<file path="src/hw/fpeg_pkg.sv">
// Package for the flash programming/erasing guard: register map, fields, keys and states
package fpeg_pkg;
   // Register byte addresses on the Avalon-MM slave (word index times four)
   localparam logic [5:0] ADDR_CCS      = 6'h00;
   localparam logic [5:0] ADDR_PCS      = 6'h04;
   localparam logic [5:0] ADDR_ECS      = 6'h08;
   localparam logic [5:0] ADDR_KEY      = 6'h0C;
   localparam logic [5:0] ADDR_MATS     = 6'h10;
   localparam logic [5:0] ADDR_TDAR     = 6'h14;
   localparam logic [5:0] ADDR_PEOP     = 6'h18;
   localparam logic [5:0] ADDR_STAT     = 6'h1C;
   localparam logic [5:0] ADDR_SYSTEM_TIMER_CONTROL     = 6'h20;
   // Control status register fields
   localparam int         CCS_WE_BIT    = 7;
   localparam int         CCS_ERR_BIT   = 4;
   localparam int         CCS_COPY_BIT  = 0;
   localparam int         SYSTEM_TIMER_CONTROL_EN_BIT   = 3;
   localparam int         PEOP_PROG_BIT = 0;
   localparam int         PEOP_ERASE_BIT = 1;
   localparam logic [7:0] KEY_DOWNLOAD  = 8'hA5;
   localparam logic [7:0] KEY_PROGRAM   = 8'h5A;
   localparam logic [7:0] BYTE_ZERO     = 8'h00;
   localparam logic [7:0] SYSTEM_TIMER_CONTROL_RESET    = 8'h00;
   localparam logic [7:0] MATS_USER     = 8'h00;
   localparam logic [7:0] MATS_BOOT     = 8'hAA;
   // Reserved control status bits that keep what software writes
   localparam logic [7:0] CCS_RSV_MASK  = 8'h6E;
   // Strap code of boot mode and strap register reset value
   localparam logic [2:0] MODE_BOOT     = 3'h2;
   localparam logic [2:0] MODE_RESET    = 3'h0;
   localparam logic [31:0] WORD_ZERO    = 32'h0000_0000;
   // Download length in clocks, a plain default
   localparam logic [7:0] COPY_CYCLES   = 8'h10;
   typedef enum logic [1:0] {
      FPEG_IDLE = 2'b00,
      FPEG_COPY = 2'b01,
      FPEG_OPER = 2'b10
   } fpeg_state_t;
   // Events that corrupt an operation in progress
   typedef struct packed {
      logic irq;
      logic flash_read;
      logic sleep;
      logic other_master;
   } fpeg_events_t;
   // Strap inputs
   typedef struct packed {
      logic mode_select_2;
      logic mode_select_1;
      logic mode_select_0;
   } fpeg_mode_t;
endpackage

</file>
<file path="src/hw/fpeg_guard.sv">
// Flash programming/erasing guard: interface registers, error flag and protection
`timescale 1ns/10ps
module fpeg_guard (
   input  wire logic                  clk,
   input  wire logic                  reset,
   input  wire logic                  clk_en,
   input  wire logic                  hw_standby,
   input  wire logic [5:0]            avs_address,
   input  wire logic                  avs_read,
   input  wire logic                  avs_write,
   input  wire logic [31:0]           avs_writedata,
   input  wire logic [3:0]            avs_byteenable,
   output logic      [31:0]           avs_readdata,
   output logic                       avs_waitrequest,
   input  wire fpeg_pkg::fpeg_events_t events,
   input  wire fpeg_pkg::fpeg_mode_t  mode_pins,
   input  wire logic                  serial1_rx,
   output logic                       serial1_tx,
   output logic                       copy_active,
   output logic                       op_active,
   output logic                       error_protect,
   output logic                       boot_array_sel,
   output logic      [2:0]            op_mode
);
   logic [7:0]  system_timer_control, next_system_timer_control;
   logic [7:0]  pcs, next_pcs;
   logic [7:0]  ecs, next_ecs;
   logic [7:0]  key_code, next_key_code;
   logic [7:0]  array_select, next_array_select;
   logic [7:0]  tdar, next_tdar;
   logic [7:0]  ccs_rsv, next_ccs_rsv;
   logic        error_flag, next_error_flag;
   logic [7:0]  copy_cnt, next_copy_cnt;
   fpeg_pkg::fpeg_state_t state, next_state;
   logic [31:0] next_readdata;
   logic        ack, next_ack;
   logic        done_copy, next_done_copy;
   logic [2:0]  mode_q, next_mode_q;
   logic        strap_taken, next_strap_taken;
   logic        tx_q, next_tx_q;
   logic        next_copy_active;
   logic        next_op_active;
   logic        next_boot_sel;
   logic        next_waitreq;
   logic        iface_en;
   logic        req;
   logic        wr_low;
   logic        any_event;
   logic        init_regs;
   logic [7:0]  wbyte;
   logic [7:0]  ccs_read;

   assign init_regs = reset | hw_standby;
   assign req       = (avs_read | avs_write) & ~ack;
   assign wr_low    = avs_write & req & avs_byteenable[0];
   assign wbyte     = avs_writedata[7:0];
   assign iface_en  = system_timer_control[fpeg_pkg::SYSTEM_TIMER_CONTROL_EN_BIT];
   assign any_event = events.irq | events.flash_read | events.sleep | events.other_master;

   always_comb begin
      ccs_read = ccs_rsv;
      ccs_read[fpeg_pkg::CCS_WE_BIT]   = 1'b1;
      ccs_read[fpeg_pkg::CCS_ERR_BIT]  = error_flag;
      ccs_read[fpeg_pkg::CCS_COPY_BIT] = 1'b0;
   end

   // Register bus: one wait cycle, then acknowledge
   always_comb begin
      next_system_timer_control         = system_timer_control;
      next_pcs          = pcs;
      next_ecs          = ecs;
      next_key_code     = key_code;
      next_array_select = array_select;
      next_tdar         = tdar;
      next_ccs_rsv      = ccs_rsv;
      next_ack          = req;
      next_readdata     = fpeg_pkg::WORD_ZERO;
      if (wr_low && avs_address == fpeg_pkg::ADDR_SYSTEM_TIMER_CONTROL) begin
         next_system_timer_control = wbyte;
      end
      if (wr_low && iface_en) begin
         unique case (avs_address)
            fpeg_pkg::ADDR_CCS:  begin
               next_ccs_rsv = wbyte & fpeg_pkg::CCS_RSV_MASK;
            end
            fpeg_pkg::ADDR_PCS:  next_pcs = wbyte;
            fpeg_pkg::ADDR_ECS:  next_ecs = wbyte;
            fpeg_pkg::ADDR_KEY:  next_key_code = wbyte;
            fpeg_pkg::ADDR_MATS: next_array_select = wbyte;
            fpeg_pkg::ADDR_TDAR: next_tdar = wbyte;
            default: ;
         endcase
      end
      if (done_copy) begin
         next_pcs = fpeg_pkg::BYTE_ZERO;
         next_ecs = fpeg_pkg::BYTE_ZERO;
      end
      if (avs_read && req) begin
         if (avs_address == fpeg_pkg::ADDR_SYSTEM_TIMER_CONTROL) begin
            next_readdata[7:0] = system_timer_control;
         end else if (iface_en) begin
            unique case (avs_address)
               fpeg_pkg::ADDR_CCS:  next_readdata[7:0] = ccs_read;
               fpeg_pkg::ADDR_PCS:  next_readdata[7:0] = pcs;
               fpeg_pkg::ADDR_ECS:  next_readdata[7:0] = ecs;
               fpeg_pkg::ADDR_KEY:  next_readdata[7:0] = key_code;
               fpeg_pkg::ADDR_MATS: next_readdata[7:0] = array_select;
               fpeg_pkg::ADDR_TDAR: next_readdata[7:0] = tdar;
               fpeg_pkg::ADDR_STAT: next_readdata[2:0] = {error_protect, op_active, copy_active};
               default: ;
            endcase
         end
      end
      next_boot_sel = (next_array_select == fpeg_pkg::MATS_BOOT);
      next_waitreq  = ~next_ack;
   end

   // Sequencer and error flag
   always_comb begin
      next_state      = state;
      next_copy_cnt   = copy_cnt;
      next_done_copy  = 1'b0;
      next_error_flag = error_flag;
      unique case (state)
         fpeg_pkg::FPEG_IDLE: begin
            if (wr_low && iface_en && avs_address == fpeg_pkg::ADDR_CCS
                && wbyte[fpeg_pkg::CCS_COPY_BIT] && key_code == fpeg_pkg::KEY_DOWNLOAD) begin
               next_state    = fpeg_pkg::FPEG_COPY;
               next_copy_cnt = fpeg_pkg::COPY_CYCLES;
            end
            // start needs program key and no error
            else if (wr_low && iface_en && avs_address == fpeg_pkg::ADDR_PEOP
                && (wbyte[fpeg_pkg::PEOP_PROG_BIT] || wbyte[fpeg_pkg::PEOP_ERASE_BIT])
                && key_code == fpeg_pkg::KEY_PROGRAM && !error_flag) begin
               next_state = fpeg_pkg::FPEG_OPER;
            end
         end
         fpeg_pkg::FPEG_COPY: begin
            next_copy_cnt = copy_cnt - 8'h01;
            if (copy_cnt == 8'h01) begin
               next_state     = fpeg_pkg::FPEG_IDLE;
               next_done_copy = 1'b1;
            end
         end
         fpeg_pkg::FPEG_OPER: begin
            // operation ends by software or on error
            if (error_flag || (wr_low && iface_en && avs_address == fpeg_pkg::ADDR_PEOP
                && wbyte[1:0] == 2'b00)) begin
               next_state = fpeg_pkg::FPEG_IDLE;
            end
         end
         default: next_state = fpeg_pkg::FPEG_IDLE;
      endcase
      // events judged only while in progress
      if (state == fpeg_pkg::FPEG_OPER && any_event) begin
         next_error_flag = 1'b1;
      end
      next_copy_active = (next_state == fpeg_pkg::FPEG_COPY);
      next_op_active   = (next_state == fpeg_pkg::FPEG_OPER);
   end

   // Strap capture after reset release and serial loader echo of rx in boot mode, idle line otherwise
   always_comb begin
      next_mode_q      = mode_q;
      next_strap_taken = 1'b1;
      next_tx_q        = 1'b1;
      if (!strap_taken) begin
         next_mode_q = {mode_pins.mode_select_2, mode_pins.mode_select_1,
                        mode_pins.mode_select_0};
      end
      if (mode_q == fpeg_pkg::MODE_BOOT) begin
         next_tx_q = serial1_rx;
      end
   end

   always_ff @(posedge clk) begin
      if (init_regs) begin
         system_timer_control            <= fpeg_pkg::SYSTEM_TIMER_CONTROL_RESET;
         pcs             <= fpeg_pkg::BYTE_ZERO;
         ecs             <= fpeg_pkg::BYTE_ZERO;
         key_code        <= fpeg_pkg::BYTE_ZERO;
         array_select    <= fpeg_pkg::MATS_USER;
         tdar            <= fpeg_pkg::BYTE_ZERO;
         ccs_rsv         <= fpeg_pkg::BYTE_ZERO;
         error_flag      <= 1'b0;
         copy_cnt        <= fpeg_pkg::BYTE_ZERO;
         state           <= fpeg_pkg::FPEG_IDLE;
         ack             <= 1'b0;
         avs_readdata    <= fpeg_pkg::WORD_ZERO;
         done_copy       <= 1'b0;
         mode_q          <= fpeg_pkg::MODE_RESET;
         strap_taken     <= 1'b0;
         tx_q            <= 1'b1;
         copy_active     <= 1'b0;
         op_active       <= 1'b0;
         boot_array_sel  <= 1'b0;
         avs_waitrequest <= 1'b1;
      end else if (clk_en) begin
         system_timer_control            <= next_system_timer_control;
         pcs             <= next_pcs;
         ecs             <= next_ecs;
         key_code        <= next_key_code;
         array_select    <= next_array_select;
         tdar            <= next_tdar;
         ccs_rsv         <= next_ccs_rsv;
         error_flag      <= next_error_flag;
         copy_cnt        <= next_copy_cnt;
         state           <= next_state;
         ack             <= next_ack;
         avs_readdata    <= next_readdata;
         done_copy       <= next_done_copy;
         mode_q          <= next_mode_q;
         strap_taken     <= next_strap_taken;
         tx_q            <= next_tx_q;
         copy_active     <= next_copy_active;
         op_active       <= next_op_active;
         boot_array_sel  <= next_boot_sel;
         avs_waitrequest <= next_waitreq;
      end
   end

   always_comb error_protect   = error_flag;
   always_comb op_mode         = mode_q;
   always_comb serial1_tx      = tx_q;
endmodule

</file>
<file path="config.mk">
export PLATFORM = sky130hd
export DESIGN_NAME = fpeg_guard
export DESIGN_NICKNAME = d
export VERILOG_FILES = /design/src/hw/fpeg_pkg.sv /design/src/hw/fpeg_guard.sv
export SDC_FILE = /design/constraint.sdc
export NUM_CORES = 1
export LEC_CHECK = 0
export ABC_AREA = 1
export BUFFER_PORTS_ARGS = -buffer_cell sky130_fd_sc_hd__buf_4
export CAP_MARGIN = 10
export CORE_MARGIN = 2
export CORE_UTILIZATION = 40
export CTS_BUF_LIST = sky130_fd_sc_hd__clkbuf_4
export CTS_CLUSTER_DIAMETER = 30
export DETAILED_ROUTE_END_ITERATION = 10
export HOLD_SLACK_MARGIN = 0.05
export PLACE_DENSITY = 0.69
export SLEW_MARGIN = 30
export SYNTH_ARGS = -nofsm -noshare
export SYNTH_HDL_FRONTEND = slang
export SYNTH_SLANG_ARGS = --single-unit
</file>
<file path="constraint.sdc">
create_clock -name clk -period 1.6 [get_ports clk]
set_input_delay 0.16 -clock clk [delete_from_list [all_inputs] [get_ports clk]]
set_output_delay 0.16 -clock clk [all_outputs]
set_load 0.02 [all_outputs]
</file>
==> run summary <==
## STA
* **total count of hold-check failures in the final report** 0
* **maximum clock skew at final layout** 21.0 ps
* **clock period minus worst slack** 1560 ps
* **Final setup viols** 0
* **FMAX** 640 MHz
* **Max Transition Viols Final** 0
* **total negative slack** 0 ps
* **fin crit share** 97.7%
* **setup repair after global routing missed its margin** true

## Worst hold path
* **path type of the worst min-delay path** input pin to flip-flop

## GRT
* **global-route wire length before repair** 19,900 um
* **initial antenna violation count** 1
* **via count of the first global-routing pass** 3,977
* **total global routing overflow** 0
* **maximum number of pins on one net before global-route repair** 34
* **combined global-route utilization of all metal layers** 21.9%

## Yosys
* **Distinct cells, synth** 42
* **mux cell area share after synthesis** 0%
* **dominant register cell in the synthesized netlist** sky130_fd_sc_hd__dfxtp_1
* **Yosys reg bits** 83
* **number of instances in the synthesized netlist** 621
* **fraction of synthesized cell area in xor and xnor cells** 1.21%
* **post-synthesis average cell area** 7.01 sq um
* **cell area after technology mapping** 4350 sq um
* **fraction of the mapped netlist area in simple logic gates** 31.3%
* **area fraction in compound gates after synthesis** 15.9%
* **FFs w/ async S/R, synth** 0%
* **most frequent cell after synthesis** sky130_fd_sc_hd__nand2_1
* **register area share after synthesis** 38.2%
* **number of warnings printed during yosys synthesis** 0
* **Post-synth EDFFs** 0
* **dominant combinational cell family by area after synthesis** simple AND/OR/NAND/NOR gates
* **most common library cells after synthesis** sky130_fd_sc_hd__nand2_1, sky130_fd_sc_hd__dfxtp_1, sky130_fd_sc_hd__nor2_1
* **top cell type by total area after synthesis** sky130_fd_sc_hd__dfxtp_1
* **leading cell types by total area after synthesis** sky130_fd_sc_hd__dfxtp_1, sky130_fd_sc_hd__nand2_1, sky130_fd_sc_hd__a21oi_1
* **adder-cell share of the synthesized area** 0.575%
* **share of the synthesized area in the top cell type** 38.2%

## Setup path
* **element type at the critical path start** flip-flop
* **data required time of the critical path** 1950 ps
* **Worst Path Max Fanout** 5
* **signal arrival time at the worst endpoint** 1920 ps
* **crit end category** flip-flop
* **worst setup path class** flip-flop to flip-flop

## Run status
* **outcome** finished clean

## Route
* **uppermost signal routing layer after detailed routing** met4
* **met2 wirelength from detailed routing** 5790 um
* **post-route met1 wirelength** 5510 um
* **DRC viols** 0
* **number of antenna-violating nets in the routed design** 0
* **per-cell via count in the routed design** 5.20
* **met3 routed wirelength** 1010 um
* **mean routed wirelength per cell** 14.9 um
* **Via Count** 4,429
* **Routed WL** 12,700 um
* **TritonRoute pass-1 iters** 5
* **initial drt markers** 468

## Power and ir drop
* **Comb pwr share** 11.1%
* **portion of total power attributed to sequential cells** 53.7%
* **power share of the clock group** 35.2%
* **power density over cell area** 723 nW/um^2
* **Internal Power** 2.86 mW
* **switching component of the power** 1.03 mW
* **worst vdd ir** 543 uV
* **switching part of the total power** 26.4%
* **static power due to leakage** 2.38 nW

## Floorplanning
* **die width** 108 um
* **starting density of the core** 40.5%
* **number of placement rows** 38
* **core area** 10,700 sq um
* **die area** 11,700 sq um
* **die height** 108 um
* **num ports** 97

## Clock network
* **Clock Sink Count** 83
* **CTS Buffer Depth** 2
* **clock tree root driver cell** sky130_fd_sc_hd__clkbuf_4
* **clock slew at the register clock pins of the worst setup and hold paths** 130 ps
* **clock tree from TritonCTS** built
* **CTS Buf Count** 9
* **CTS H-tree lvls** 3
* **clock latency of the later-clocked register in the worst-skew pair** 440 ps

## Final layout
* **final core area utilization** 50.0%
* **share of cells above drive strength 1** 22.5%
* **final non-filler cell total** 851
* **signed area change from the synthesized netlist to the final layout** 23.6%
* **number of nets in the finished design** 764

## Placement
* **buffers added on ports** 45
* **Final HPWL DP** 9050 um
* **routability congestion estimate from global placement** 0.972
* **instance count after placement with tap cells included** 813

## Job
* **count of maximum capacitance violations** 0

state kept, by name, summed over array words and instances (netlist names), 2 cells and up:
register and count:
array_select 8, ecs 8, tdar 8, system_timer_control 8, op_mode 3, pcs 8, copy_cnt 8, avs_readdata 8
ccs_rsv 5, key_code 8, state 2
path summary, 6_finish.rpt:
kind,startpoint,end,slack (ps),cells past startpoint
min,avs_writedata[3],system_timer_control[3],100,3
min reg2reg,pcs[4],pcs[4],470,2
max,ack,tdar[2],40,8
max reg2reg,ack,tdar[2],40,8
per-stage QoR:
step                      power (mW)  hold slack (ps)  area [sq um]  setup WS, ps
after detailed placement        2.53              389          4910         -93.4
final                           3.89              103          5380          36.5
after floorplan                 2.40              295          4440           154
after global routing            4.03             66.1          5380         -43.6
after CTS                       3.89             61.2          5200         -17.1
after global placement          2.52              384          4910         -51.3
power by group through the flow:
stage | Clock (mW) | Combinational [mW] | Sequential (mW)
CTS | 1.39 | 0.409 | 2.09
finish | 1.37 | 0.431 | 2.09
global route | 1.47 | 0.463 | 2.09
detailed placement | 0 | 0.392 | 2.14
global placement | 0 | 0.387 | 2.14
floorplan | 0 | 0.264 | 2.14
worst max-delay path, stage by stage (launching register included):
cell and delay, ps:
sky130_fd_sc_hd__dfxtp_2 350, sky130_fd_sc_hd__inv_2 50, sky130_fd_sc_hd__nand4_1 150, sky130_fd_sc_hd__nor2_4 200
sky130_fd_sc_hd__inv_4 60, sky130_fd_sc_hd__nor4_4 250, sky130_fd_sc_hd__buf_4 240, sky130_fd_sc_hd__o21ai_2 60
sky130_fd_sc_hd__a21oi_1 130
logic make-up (layout without fill, tap and decap cells):
logic type | Yosys count | count (layout)
AND/OR/NAND/NOR | 288 | 288
adder cells (fa/ha/maj) | 2 | 2
other | 1 | 25
buffers and inverters | 110 | 176
AO/OA/AOI/OAI | 131 | 131
flip-flops | 83 | 83
XOR/XNOR | 6 | 6
per-layer routing:
metal  vias up  global-route usage, %
met1      2026                   29.3
met3        29                   5.24
met4         0                   8.06
met5         -                      0
met2       209                   34.3
li1       2165                      -
layout make-up:
class / instances / area [sq um]
diodes: 1 / 2.50
clock buffers: 10 / 75.1
clock inverters: 5 / 78.8
fillers: 1067 / 5370
inverters: 62 / 244
multi-input cells: 451 / 2330
flip-flops and latches: 83 / 1660
well taps: 140 / 175
repair buffers: 99 / 812
layout by cell type (no fill, tap or decap), types with 4 or more instances in the layout:
cell type | synthesis | routed
sky130_fd_sc_hd__buf_4 | 31 | 83
sky130_fd_sc_hd__nor2_4 | 4 | 7
sky130_fd_sc_hd__clkbuf_4 | 0 | 10
sky130_fd_sc_hd__xor2_1 | 5 | 5
sky130_fd_sc_hd__a21oi_1 | 65 | 61
sky130_fd_sc_hd__nand3_1 | 37 | 35
sky130_fd_sc_hd__dlygate4sd3_1 | 0 | 9
sky130_fd_sc_hd__conb_1 | 1 | 24
sky130_fd_sc_hd__nand2_2 | 1 | 4
sky130_fd_sc_hd__nor2_2 | 5 | 4
sky130_fd_sc_hd__o21ai_2 | 4 | 12
sky130_fd_sc_hd__inv_2 | 5 | 4
sky130_fd_sc_hd__nor2_1 | 78 | 76
sky130_fd_sc_hd__dfxtp_1 | 83 | 81
sky130_fd_sc_hd__nand4_1 | 24 | 24
sky130_fd_sc_hd__o21ai_1 | 3 | 6
sky130_fd_sc_hd__o211ai_1 | 4 | 4
sky130_fd_sc_hd__a21oi_2 | 1 | 5
sky130_fd_sc_hd__o21ai_0 | 50 | 38
sky130_fd_sc_hd__nand2_1 | 120 | 117
sky130_fd_sc_hd__inv_1 | 54 | 52
timing repair:
| action | CTS | global route |
|---|---|---|
| pin swaps | 4 | 8 |
| hold endpoints to repair | 7 | 1 |
| endpoints found under the setup margin | 6 | 39 |
| cloned | 1 | 0 |
| hold buffers | 8 | 1 |
| setup buffers | 6 | 6 |
| gates resized for setup | 8 | 40 |
No activity file was read; power rests on OpenSTA's default activity.
